`config.mk`:
```
export PLATFORM = sky130hd
export DESIGN_NAME = smc_mode_cfg
export DESIGN_NICKNAME = d
export VERILOG_FILES = /design/src/smc_pkg.sv /design/src/smc_lat_pipe.sv /design/src/smc_mode_cfg.sv
export VERILOG_INCLUDE_DIRS = /design/src
export SDC_FILE = /design/constraint.sdc
export NUM_CORES = 1
export LEC_CHECK = 0
export BUFFER_PORTS_ARGS = -buffer_cell sky130_fd_sc_hd__buf_2
export CAP_MARGIN = 5
export CORE_MARGIN = 8
export CORE_UTILIZATION = 58
export DETAILED_ROUTE_END_ITERATION = 10
export PLACE_DENSITY_LB_ADDON = 0.15
export REMOVE_ABC_BUFFERS = 1
export SYNTH_ARGS = -nofsm -noshare
export SYNTH_HDL_FRONTEND = slang
export SYNTH_HIERARCHICAL = 1
export SYNTH_SLANG_ARGS = --single-unit
```
`constraint.sdc`:
```
create_clock -name sys_clk -period 2.6 [get_ports sys_clk]
set_clock_uncertainty 0.2 [all_clocks]
set_input_delay 0.13 -clock sys_clk [delete_from_list [all_inputs] [get_ports sys_clk]]
set_output_delay 0.13 -clock sys_clk [all_outputs]
set_load 0.01 [all_outputs]
```
`src/smc_regs.svh`:
```
// Register field positions, reset values and codes for the mode configuration
`ifndef SMC_REGS_SVH
`define SMC_REGS_SVH
`define SMC_ADDR_W        14
`define SMC_DATA_W        16
`define SMC_LAT_LSB       4
`define SMC_LAT_MSB       6
`define SMC_WBS_BIT       9
`define SMC_OPM0_BIT      7
`define SMC_OPM1_BIT      8
`define SMC_OPM2_BIT      10
`define SMC_OPM3_BIT      11
`define SMC_TEMP_LSB      3
`define SMC_TEMP_MSB      4
`define SMC_COV_LSB       0
`define SMC_COV_MSB       2
`define SMC_BASE_RST      14'h0020
`define SMC_EXT_RST       14'h0018
`define SMC_LAT_MAX       3
`define SMC_CMD_LOAD      3'h0
`define SMC_CMD_READ      3'h5
`define SMC_CMD_WRITE     3'h4
`endif

```
`src/smc_pkg.sv`:
```
// Types shared by the mode configuration block
package smc_pkg;
  typedef enum logic [1:0] {
    SMC_TEMP_70 = 2'b00,
    SMC_TEMP_45 = 2'b01,
    SMC_TEMP_15 = 2'b10,
    SMC_TEMP_85 = 2'b11
  } smc_temp_t;
  typedef enum logic [2:0] {
    SMC_COV_FULL    = 3'b000,
    SMC_COV_HALF    = 3'b001,
    SMC_COV_QUARTER = 3'b010
  } smc_cov_t;
  typedef struct packed {
    logic       ras_n;
    logic       cas_n;
    logic       we_n;
    logic [1:0] bank;
    logic [13:0] addr;
  } smc_cmd_t;
  typedef struct packed {
    logic [1:0] latency;
    logic       lat_ok;
    logic       wr_single;
    logic       normal;
    logic [1:0] temp;
    logic [2:0] cov;
    logic       cov_ok;
  } smc_cfg_t;
endpackage

```
`src/smc_lat_pipe.sv`:
```
// Read latency shift pipe: delays read data and drive enable
`timescale 1ns/100ps
`include "smc_regs.svh"
module smc_lat_pipe
  import smc_pkg::*;
(
  // Clock and reset
  input  wire logic        sys_clk,
  input  wire logic        rst,
  input  wire logic        clk_en,
  // Launch side
  input  wire logic        rd_go,
  input  wire logic [15:0] rd_word,
  input  wire logic [1:0]  latency,
  // Pin side
  output logic             dq_drive,
  output logic [15:0]      dq_word
);
  logic [2:0]  vld_ff;
  logic [15:0] dat_ff [0:2];
  // Stage k holds data that appears at edge n+k+1
  genvar k;
  generate
    for (k = 0; k < 3; k++) begin : g_stage
      logic        nxt_v;
      logic [15:0] nxt_d;
      if (k == 0) begin : g_first
        assign nxt_v = rd_go;
        assign nxt_d = rd_word;
      end else begin : g_rest
        assign nxt_v = vld_ff[k-1];
        assign nxt_d = dat_ff[k-1];
      end
      always_ff @(posedge sys_clk) begin
        if (rst) begin
          vld_ff[k] <= 1'b0;
          dat_ff[k] <= 16'h0000;
        end else if (clk_en) begin
          vld_ff[k] <= nxt_v;
          dat_ff[k] <= nxt_d;
        end
      end
    end
  endgenerate
  // Data valid at edge n+m; drive starts at edge n+m-1
  wire [1:0] sel_idx = latency - 2'h1;
  logic      drive_ff;
  logic [15:0] word_ff;
  always_ff @(posedge sys_clk) begin
    if (rst) begin
      drive_ff <= 1'b0;
      word_ff  <= 16'h0000;
    end else if (clk_en) begin
      drive_ff <= (sel_idx == 2'h0) ? rd_go : vld_ff[sel_idx - 2'h1];
      word_ff  <= (sel_idx == 2'h0) ? rd_word : dat_ff[sel_idx - 2'h1];
    end
  end
  // Drive and word launch together at edge n+m-1 and stand one cycle,
  // so the word is settled on the lines by edge n+m
  assign dq_word  = word_ff;
  assign dq_drive = drive_ff;
endmodule

```
`src/smc_mode_cfg.sv`:
```
// Mode and extended mode registers with read latency data timing
//
// Functional notes
// - Read latency of 1, 2 or 3 cycles from read to data.
// - Read at edge n, latency m: data valid by edge n+m; the two input flops make it edge n+m+2 at the pins.
// - Data lines start driving from edge n+m-1; here they start from edge n+m+1 after the two input flops.
// - Write-burst-select clear: burst count applies to reads and writes.
// - Write-burst-select set: every write burst is single location.
// - Read bursts always keep programmed burst count.
// - Normal operation only when base bits 7, 8, 10, 11 are zero.
// - Extended bits 4:3 hold refresh temperature level encoding.
// - Extended bits 2:0 hold partial refresh coverage; others reserved.
// - Load writes base at banks 00, extended at bank1=1 bank0=0.
// - Read latency comes from base bits 6:4 at mode load.
`timescale 1ns/100ps
`include "smc_regs.svh"
module smc_mode_cfg
  import smc_pkg::*;
(
  // Clock and reset
  input  wire logic        sys_clk,
  input  wire logic        rst,
  input  wire logic        clk_en,
  // Command pins from the controller
  input  wire logic        cs_n,
  input  wire logic        ras_n,
  input  wire logic        cas_n,
  input  wire logic        we_n,
  input  wire logic [1:0]  bank_sel,
  input  wire logic [13:0] addr,
  // Array side
  input  wire logic [15:0] array_rd_word,
  output logic             array_wr_single,
  // Data pins
  output logic [15:0]      dq_out,
  output logic             dq_oe_n,
  // Decoded configuration
  output smc_cfg_t         cfg
);
  // Pins come from another chip: two flops before use
  logic [20:0] cmd_s1_ff;
  logic [20:0] cmd_s2_ff;
  logic [15:0] rdw_s1_ff;
  logic [15:0] rdw_s2_ff;
  always_ff @(posedge sys_clk) begin
    if (rst) begin
      cmd_s1_ff <= 21'h1fffff;
      cmd_s2_ff <= 21'h1fffff;
      rdw_s1_ff <= 16'h0000;
      rdw_s2_ff <= 16'h0000;
    end else if (clk_en) begin
      cmd_s1_ff <= {cs_n, ras_n, cas_n, we_n, bank_sel, addr, 1'b0};
      cmd_s2_ff <= cmd_s1_ff;
      rdw_s1_ff <= array_rd_word;
      rdw_s2_ff <= rdw_s1_ff;
    end
  end
  wire        sel_n  = cmd_s2_ff[20];
  smc_cmd_t   cmd;
  assign cmd = cmd_s2_ff[19:1];
  wire [2:0]  cmd_code = {cmd.ras_n, cmd.cas_n, cmd.we_n};
  wire        is_load  = !sel_n && (cmd_code == `SMC_CMD_LOAD);
  wire        is_read  = !sel_n && (cmd_code == `SMC_CMD_READ);
  wire        is_write = !sel_n && (cmd_code == `SMC_CMD_WRITE);
  // Bank bits select which register a load writes
  wire        ld_base = is_load && (cmd.bank == 2'b00);
  wire        ld_ext  = is_load && (cmd.bank == 2'b10);
  logic [13:0] base_operating_config_ff;
  logic [13:0] extended_power_config_ff;
  wire [13:0] nxt_base = ld_base ? cmd.addr : base_operating_config_ff;
  wire [13:0] nxt_ext  = ld_ext ? cmd.addr : extended_power_config_ff;
  always_ff @(posedge sys_clk) begin
    if (rst) begin
      base_operating_config_ff <= `SMC_BASE_RST;
      extended_power_config_ff <= `SMC_EXT_RST;
    end else if (clk_en) begin
      base_operating_config_ff <= nxt_base;
      extended_power_config_ff <= nxt_ext;
    end
  end
  // Latency field decode; reserved codes fall back to the slowest setting
  wire [2:0] lat_code = base_operating_config_ff[`SMC_LAT_MSB:`SMC_LAT_LSB];
  wire       lat_ok   = (lat_code >= 3'h1) && (lat_code <= 3'h3);
  wire [1:0] latency  = lat_ok ? lat_code[1:0] : 2'h3;
  wire       wbs      = base_operating_config_ff[`SMC_WBS_BIT];
  wire       normal   = !base_operating_config_ff[`SMC_OPM0_BIT] &&
                        !base_operating_config_ff[`SMC_OPM1_BIT] &&
                        !base_operating_config_ff[`SMC_OPM2_BIT] &&
                        !base_operating_config_ff[`SMC_OPM3_BIT];
  wire [2:0] cov_raw  =
    extended_power_config_ff[`SMC_COV_MSB:`SMC_COV_LSB];
  wire [1:0] temp_raw =
    extended_power_config_ff[`SMC_TEMP_MSB:`SMC_TEMP_LSB];
  wire       cov_ok   = (cov_raw == SMC_COV_FULL) ||
                        (cov_raw == SMC_COV_HALF) ||
                        (cov_raw == SMC_COV_QUARTER);
  // Reads unaffected by the write select; writes go single when it is set
  wire       rd_go    = is_read && normal;
  logic      wr_single_ff;
  always_ff @(posedge sys_clk) begin
    if (rst) begin
      wr_single_ff <= 1'b0;
    end else if (clk_en && is_write) begin
      wr_single_ff <= wbs;
    end
  end
  assign array_wr_single = wr_single_ff;
  logic     drive;
  smc_lat_pipe u_pipe (
    .sys_clk  (sys_clk),
    .rst      (rst),
    .clk_en   (clk_en),
    .rd_go    (rd_go),
    .rd_word  (rdw_s2_ff),
    .latency  (latency),
    .dq_drive (drive),
    .dq_word  (dq_out)
  );
  assign dq_oe_n = !drive;
  // Configuration view from registers only
  always_ff @(posedge sys_clk) begin
    if (rst) begin
      cfg <= '0;
    end else if (clk_en) begin
      cfg.latency   <= latency;
      cfg.lat_ok    <= lat_ok;
      cfg.wr_single <= wbs;
      cfg.normal    <= normal;
      cfg.temp      <= temp_raw;
      cfg.cov       <= cov_raw;
      cfg.cov_ok    <= cov_ok;
    end
  end
  // Data appears exactly latency cycles after the read reaches the core
  lat_two_a: assert property (@(posedge sys_clk) disable iff (rst)
    (clk_en && rd_go && latency == 2'h2) ##1 clk_en |=> !dq_oe_n)
    else $error("Latency two drive missing");
  lat_three_a: assert property (@(posedge sys_clk) disable iff (rst)
    (rd_go && latency == 2'h3 && clk_en) ##1 clk_en[*2] |=>
    !dq_oe_n)
    else $error("Latency three drive missing");
  base_load_a: assert property (@(posedge sys_clk) disable iff (rst)
    (ld_base && clk_en) |=> base_operating_config_ff == $past(cmd.addr))
    else $error("Base register not loaded");
  ext_load_a: assert property (@(posedge sys_clk) disable iff (rst)
    (ld_ext && clk_en) |=> extended_power_config_ff == $past(cmd.addr))
    else $error("Extended register not loaded");
  ext_hold_a: assert property (@(posedge sys_clk) disable iff (rst)
    (!ld_ext) |=> $stable(extended_power_config_ff))
    else $error("Extended register changed without load");
  test_block_a: assert property (@(posedge sys_clk) disable iff (rst)
    !normal |-> !rd_go)
    else $error("Read accepted outside normal mode");
  wr_single_a: assert property (@(posedge sys_clk) disable iff (rst)
    (is_write && wbs && clk_en) |=> array_wr_single)
    else $error("Write not single under write select");
  lat_code_a: assert property (@(posedge sys_clk) disable iff (rst)
    lat_ok |-> latency == lat_code[1:0])
    else $error("Latency decode wrong");
endmodule

```
After elaboration in Yosys (flattened, before gate mapping)
Memory sizes are Yosys's and may differ from the RTL's.
Cells that the tools add are included.
{"block": "totals", "n_memories": 1, "in_bits": 39, "ramBits": 48, "reg_bits": 123}
{"block": "op_classes", "bitwise": 3, "n_addsub": 2, "n_eq_ne": 5, "reduce_logical": 25, "mux": 13, "magnitude_cmp": 3}
{"name": "u_pipe.dat_ff", "depth": 3, "word_bits": 16, "rd": 3, "rd_clocked_by_memory_dff": 0, "write_ports": 3, "line_no": "smc_lat_pipe.sv:20", "rtl": "logic [15:0] dat_ff [0:2];"}
{"operator": "16-bit 2-to-1 mux", "n": 4}
{"operator": "1-bit logical AND", "n": 11}
{"operator": "1-bit 2-to-1 mux", "n": 7}
{"operator": "3-bit == test, second input constant", "n": 2}
{"operator": "1-bit zero test", "n": 6}
{"operator": "3-bit zero test", "n": 2}
{"operator": "2-bit zero test", "n": 2}
{"operator": "2-bit AND reduction", "n": 2}
{"operator": "2-bit by 1-bit subtractor with 2-bit output, second input constant", "n": 2}
{"operator": "3-bit by 1-bit == test with 1-bit output, second input constant", "n": 1}
{"operator": "3-bit by 2-bit == test with 1-bit output, second input constant", "n": 1}
{"operator": "3-bit by 1-bit greater-or-equal comparator with 1-bit output, second input constant", "n": 1}
{"operator": "3-bit by 2-bit less-or-equal comparator with 1-bit output, second input constant", "n": 1}
{"operator": "2-bit by 3-bit < comparator with 1-bit output, second input constant", "n": 1}
{"operator": "1-bit bitwise OR", "n": 3}
{"operator": "1-bit binary-select mux with 2-bit select", "n": 1}
{"operator": "2-bit == test, second input constant", "n": 1}
{"operator": "1-bit logical OR", "n": 2}
{"operator": "2-bit 2-to-1 mux", "n": 1}

Logic depth before layout (Yosys ltp)
Gate-level depths: netlist of run 1.
{"block": "depth", "depth_word": 8, "ltp_mapped": 6, "ltp_nobuf": 4}

By module
Netlist of run 1, hierarchy kept.
{"mod": "smc_mode_cfg", "seq_area_each_um2": 1861.8, "area_per_inst_um2": 3507.1, "instances": 1, "cells_per_inst": 331}
{"mod": "smc_lat_pipe", "seq_area_each_um2": 1841.8, "area_per_inst_um2": 2994.1, "instances": 1, "cells_per_inst": 210}

Worst setup path before layout of run 1
No wires, ideal clock.
{"block": "synth_path", "path_kind": "register to register", "start": "register cmd_s2_ff[20]", "end": "register base_operating_config_ff[10]", "setup_time_ps": 72, "arrival_ps": 1538, "t_required_ps": 2328, "path_buffers": 0, "stages_incl_launch_ff": 4, "synth_period_minus_slack_ps": 1810, "path_slack_ps": 790, "cell_sequence": "dfxtp_1 -> or4b_4 -> nor4_4 -> mux2i_1"}
{"block": "synth_between", "elab_chain_len": 4}
{"item": "start, declared", "line_no": "smc_mode_cfg.sv:42", "rtl": "logic [20:0] cmd_s2_ff;"}
{"item": "start signal, assigned", "line_no": "smc_mode_cfg.sv:53", "rtl": "cmd_s2_ff <= cmd_s1_ff;"}
{"item": "1-bit zero test", "line_no": "smc_mode_cfg.sv:62", "rtl": "wire is_load = !sel_n && (cmd_code == `SMC_CMD_LOAD);"}
{"item": "1-bit logical AND", "line_no": "smc_mode_cfg.sv:62"}
{"item": "1-bit logical AND", "line_no": "smc_mode_cfg.sv:66", "rtl": "wire ld_base = is_load && (cmd.bank == 2'b00);"}
{"item": "2-bit AND reduction (no line)"}
{"item": "end signal, assigned", "line_no": "smc_mode_cfg.sv:74", "rtl": "base_operating_config_ff <= `SMC_BASE_RST;"}
{"item": "end signal, assigned", "line_no": "smc_mode_cfg.sv:77", "rtl": "base_operating_config_ff <= nxt_base;"}
{"item": "end, declared", "line_no": "smc_mode_cfg.sv:68", "rtl": "logic [13:0] base_operating_config_ff;"}
Every way passes these cells.
A chain may end at the register's enable or synchronous reset.

Worst setup path after layout of run 1
{"block": "layout_path", "start": "register cmd_s2_ff[20]", "end": "register base_operating_config_ff[7]"}
Same word-level chain as after synthesis.

==> results of run 1 <==
-- synth_stat cells, drive strengths merged --
cell    count
or3b       19
and2       48
a211o      36
nor4        2
a311oi      1
and4        1
nand3b      1
a21oi       2
edfxtp     48
o221ai     17
nand2       1
mux2i      92
nor4b       1
or4b        1
nand2b     22
nor2       53
buf        15
clkbuf     26
o211ai      1
nor2b      37
or2         1
inv         2
nand4b      1
dfxtp     113
-- critical path, cell delays in order (launching register included) --
cell	delay, ps
dfxtp_1	320
or4b_4	580
nor4_4	560
mux2i_1	250
-- worst max path at each step --
stage,endpoint,cells after the start,slack (ps),start
after floorplan,u_pipe/dq_drive,4,380,base_operating_config_ff[5]
after global placement,base_operating_config_ff[4],3,660,cmd_s2_ff[20]
after detailed placement,base_operating_config_ff[7],3,620,cmd_s2_ff[20]
after CTS,base_operating_config_ff[7],3,590,cmd_s2_ff[20]
after global routing,base_operating_config_ff[8],3,470,cmd_s2_ff[20]
final,base_operating_config_ff[7],3,620,cmd_s2_ff[20]
-- sequential cells by signal, summed over array words and instances (netlist names), 2 cells and up --
register / flops
u_pipe/dat_ff: 48
cmd_s1_ff: 18
u_pipe/dq_word: 16
extended_power_config_ff: 5
cmd_s2_ff: 18
u_pipe/g_stage.nxt_v: 2
cfg: 11
rdw_s2_ff: 16
base_operating_config_ff: 8
rdw_s1_ff: 16
-- stage by stage --
stage / util / setup WS, ps / hold slack (ps) / area (µm²) / std cells
2_1_floorplan: - / 379 / -0.934 / 6320 / 500
3_3_place_gp: 0.638 / 664 / 135 / 6950 / 717
3_5_place_dp: 0.638 / 621 / 141 / 6950 / 717
4_1_cts: 0.725 / 594 / 113 / 7890 / 789
5_1_grt: 0.725 / 471 / 125 / 7890 / 789
6_report: 0.725 / 622 / 140 / 7890 / 789
-- cell type report --
class                   count  area (µm²)
inverters                   2        7.51
fillers                   743        3000
clock inverters             5        26.3
flip-flops and latches    161        3700
repair buffers            118         856
multi-input cells         337        2610
well taps                 140         175
clock buffers              26         508
-- timing repair --
| action | in CTS | in global routing |
|---|---|---|
| hold endpoints to repair | 59 | 0 |
| endpoints found under the setup margin | 0 | 0 |
| hold buffers | 41 | 0 |
-- power by group through the flow --
stage / Combinational, mW / Clock [mW] / Sequential, mW
2_1_floorplan: 0.175 / 0 / 2.81
5_1_grt: 0.424 / 2.39 / 2.78
3_5_place_dp: 0.335 / 0 / 2.82
3_3_place_gp: 0.324 / 0 / 2.82
6_report: 0.382 / 2.22 / 2.77
4_1_cts: 0.385 / 2.27 / 2.77
-- metal layers --
metal,vias to the layer above,track usage,share of wire
met5,-,0,0
met1,2021,0.217,0.46
met3,18,0.0555,0.037
li1,2109,-,-
met4,0,0.0725,0.015
met2,56,0.293,0.49
-- cell families (layout without fill, tap and decap cells) --
| kind of cell | count (synthesis) | count (layout) |
|---|---|---|
| compound gates | 57 | 57 |
| buf+inv | 43 | 151 |
| flops | 161 | 161 |
| mux | 92 | 92 |
| simple gates | 188 | 188 |
==> impl_metrics.tcl, run 1 <==
set metrics [dict create \
    cp.required_ps 2850 \
    synthTopCellsByArea "dfxtp_1 35%, edfxtp_1 22%, mux2i_1 14%" \
    first_global_vias 4360 \
    place.gp.congestion 0.724 \
    antenna_found_initial 0 \
    switching_power_mw 1.15 \
    p_clk_frac 0.413 \
    drt_first_pass_iters 4 \
    reg2reg_to "base_operating_config_ff[7]" \
    synth_cell_types 29 \
    leakagePower_nw 3.50 \
    path_max_fanout 8 \
    synth-compound-area-share 0.0851 \
    avgSynthCellArea_um2 12.0 \
    synth_top_family_by_area "simple AND/OR/NAND/NOR gates" \
    layout.nets 676 \
    drive_above_1_share 0.213 \
    max_slew_margin 0.518 \
    synth_top_area_frac 0.348 \
    hold_class "input pin to flip-flop" \
    cap_violations 0 \
    postRouteAntennaNets 0 \
    switching_share 0.214 \
    combPwrFrac 0.071 \
    grt_first_pass_wirelength_um 21000 \
    max-vdd-ir-drop_v 0.000533 \
    setup_viol 0 \
    drt-initial-drc-count 262 \
    fmax_mhz 506 \
    worstReg2RegStart "cmd_s2_ff[20]" \
    grt_use_total 0.179 \
    tns_ps 0 \
    grt_start_max_net_pins 68 \
    diodes 0 \
    min_to "cmd_s1_ff[12]" \
    wl_per_cell_um 15.5 \
    rows 38 \
    path_clk_slew_ps 60 \
    viasPerCell 5.33 \
    ctsLongestPathBuffers 2 \
    netlist_instances 541 \
    start_util 0.597 \
    post_cts_resized 0 \
    gr-total-overflow 0 \
    synthAdderAreaFrac 0 \
    numCtsBuffers 17 \
    die_width_um 122 \
    r2r_slack_ps 620 \
    internal-power_mw 4.22 \
    hold_depth 3 \
    holdCritStartpoint "addr[11]" \
    seq_power_share 0.516 \
    max_slew.worst_pin.slew_ps 718 \
    num_vias 4204 \
    cts_tree "built" \
    synth_simple_gate_area_frac 0.175 \
    postCtsSetupRepairBufs 0 \
    synth-seq-cells 161 \
    maxSlewViolCount 0 \
    rsz0062_at_grt "false" \
    synth_area_um2 6500 \
    hpwl_um 7230 \
    dieArea_um2 14900 \
    htree_num_levels 4 \
    total_power_mw 5.37 \
    finalWirelength_um 12200 \
    power.density_nw_per_um2 680 \
    drc_errors 0 \
    core_area_um2 10900 \
    crit_path_end_kind "flip-flop" \
    clock-root-buffer "clkbuf_8" \
    status "finished, final reports clean" \
    finalCritPeriodShare 0.761 \
    clkSinkCount 161 \
    cp-start-kind "flip-flop" \
    clkLatencyLatePin_ps 530 \
    io_pins 68 \
    port_buffers 65 \
    reg2regPathDepth 3 \
    finalCriticalPeriod_ps 1980 \
    yosys.area_share.xor_xnor 0 \
    synth_area_leader_cell "dfxtp_1" \
    synthMuxAreaShare 0.142 \
    final_cell_mix "113 x dfxtp_1, 92 x mux2i_1, 63 x buf_2" \
    path_class "flip-flop to flip-flop" \
    hold_viol 0 \
    yosysWarnings 6 \
    areaGrowthSynthToFinish_pct 21.4 \
    final_common_cell "dfxtp_1" \
    die-height_um 122 \
    arrival_ps 2230 \
    yosysSeqAreaShare 0.570 \
]
Power figures use the tool's default switching activity.
==> run 2, diff against run 1 <==
CORE_UTILIZATION = 53   (was 58)
clock period = 1.75 ns   (was 2.6 ns; I/O delays follow)
==> run 2 against run 1 <==
The run now ends with negative setup slack left. Count of clock-buffer cells in the layout rose by 4. Total power increased by 54%. Combinational power rose by 64%. Clock power increased by 59%. Sequential share of layout area shrank 2.0 points. Non-clock buffer count is 16 higher. Global-route usage down 1.2 points. Via count rose by 2.7%. Worst hold slack lost 130 ps. Worst setup slack worse by 640 ps.
==> impl_metrics.tcl, run 2 (same netlist as run 1, synthesis figures left out) <==
set metrics [dict create \
    status "finished, violations left" \
    violations "negative setup slack" \
    leakagePower_nw 3.63 \
    hpwl_um 7640 \
    arrival_ps 1910 \
    place.gp.congestion 0.723 \
    rows 40 \
    start_util 0.541 \
    drt-initial-drc-count 227 \
    io_pins 68 \
    finalCritPeriodShare 1.01 \
    clkSinkCount 161 \
    drc_errors 0 \
    top_regs "u_pipe/dat_ff (48), cmd_s1_ff (18), cmd_s2_ff (18)" \
    hold_class "input pin to flip-flop" \
    slowest_stage "or3b_4" \
    ctsLongestPathBuffers 2 \
    hold_viol 0 \
    numCtsBuffers 17 \
    htree_num_levels 4 \
    worst_slack_ps -21.7 \
    fillCellCount 887 \
    top_register "u_pipe/dat_ff" \
    worst_path_most_repeated_cell "or3b_4" \
    path_class "flip-flop to flip-flop" \
    diodes 0 \
    largest_register_ffs 48 \
    crit_path_cell_trace "or3b_4, or3b_4, clkbuf_16, o221ai_2" \
    path_max_fanout 8 \
    fmax_mhz 564 \
    first_global_vias 4407 \
    grt_start_max_net_pins 56 \
    drt_first_pass_iters 5 \
    total_power_mw 8.28 \
    dieArea_um2 16100 \
    cp.required_ps 1890 \
    maxSlewViolCount 0 \
    die-height_um 127 \
    core_area_um2 12000 \
    tns_ps -58.6 \
    max_slew_margin 0.399 \
    grt_use_total 0.167 \
    place_inst 733 \
    layout.nets 692 \
    power.density_nw_per_um2 1000 \
    antenna_found_initial 0 \
    max_stage_delay_ps 450 \
    setup_viol 8 \
    max_slew.worst_pin.slew_ps 898 \
    clkLatencyLatePin_ps 420 \
    wl_per_cell_um 16.3 \
    viasPerCell 5.31 \
    cts_tree "built" \
    finalCriticalPeriod_ps 1770 \
    final_cell_mix "110 x dfxtp_1, 91 x mux2i_1, 63 x buf_2" \
    final_common_cell "dfxtp_1" \
    cap_violations 0 \
    grt_first_pass_wirelength_um 21400 \
    die_width_um 127 \
    postRouteAntennaNets 0 \
    crit_path_end_kind "flip-flop" \
    gr-total-overflow 0 \
    path_clk_slew_ps 60 \
    max-vdd-ir-drop_v 0.000739 \
    areaGrowthSynthToFinish_pct 26.9 \
    fin_cells 813 \
    fin_hold_ws_ps 11.3 \
    fin_util 0.687 \
    num_vias 4319 \
    port_buffers 65 \
    cp-start-kind "flip-flop" \
    finalWirelength_um 13200 \
    rsz0062_at_grt "true" \
    drive_above_1_share 0.240 \
    clock-root-buffer "clkbuf_16" \
]
==> run 2: changes by cell type in the layout (fill, tap and decap cells not counted), sizes merged <==
cell,delta
buf,+9
clkbuf,+6
dlygate4sd3,+5
clkinv,-3
==> run 2: critical path, delay by kind of cell, from the launching register on <==
kind,cells,cell delay [ps]
flops,1,320
compound gates,1,130
buf+inv,1,200
simple gates,2,840
==> run 2: timing repair <==
action                                 CTS  global route
buffers inserted                         0             0
pin swaps                                2             1
resized for setup                        4            12
setup endpoints to repair                7            28
hold buffers                            46             0
cloned                                   0             2
endpoints found under the hold margin   52             0
==> run 2: routing by layer <==
metal / share of wire / global-route usage / vias to the layer above
li1: - / - / 2143
met1: 0.46 / 0.201 / 2076
met2: 0.49 / 0.274 / 85
met3: 0.039 / 0.0528 / 15
met4: 0.015 / 0.0672 / 0
met5: 0 / 0 / -
==> run 2: through the flow <==
step                      setup slack, ps  instance area [µm²]
after floorplan                      -471                 6320
after global placement               26.5                 7080
after detailed placement            -37.5                 7080
after CTS                           -22.7                 8140
after global routing                -74.1                 8250
final                               -21.7                 8250
==> run 2: final timing paths <==
| check | startpoint | endpoint | slack (ps) | cells past startpoint |
|---|---|---|---|---|
| setup / recovery | base_operating_config_ff[6] | u_pipe/dq_word[3] | -20 | 4 |
| hold / removal | rst | base_operating_config_ff[6] | 10 | 4 |
| setup reg to reg | base_operating_config_ff[6] | u_pipe/dq_word[3] | -20 | 4 |
| hold reg to reg | cmd_s1_ff[15] | cmd_s2_ff[15] | 260 | 1 |
==> run 2: power by group <==
group          leakage (nW)  switching [mW]  total (mW)  internal (mW)
Clock                 0.286            1.36        3.54           2.18
Sequential             1.46          0.0936        4.12           4.02
Combinational          1.89           0.298       0.627          0.329
==> run 2: cell type report <==
type / count / area [µm²] / area share
Clock buffer: 30 / 567 / 0.0687
Clock inverter: 2 / 11.3 / 0.00137
Inverter: 2 / 7.51 / 0.000910
Multi-Input combinational cell: 337 / 2680 / 0.325
Sequential cell: 161 / 3710 / 0.449
Tap cell: 147 / 184 / 0.0223
Timing Repair Buffer: 134 / 1090 / 0.133
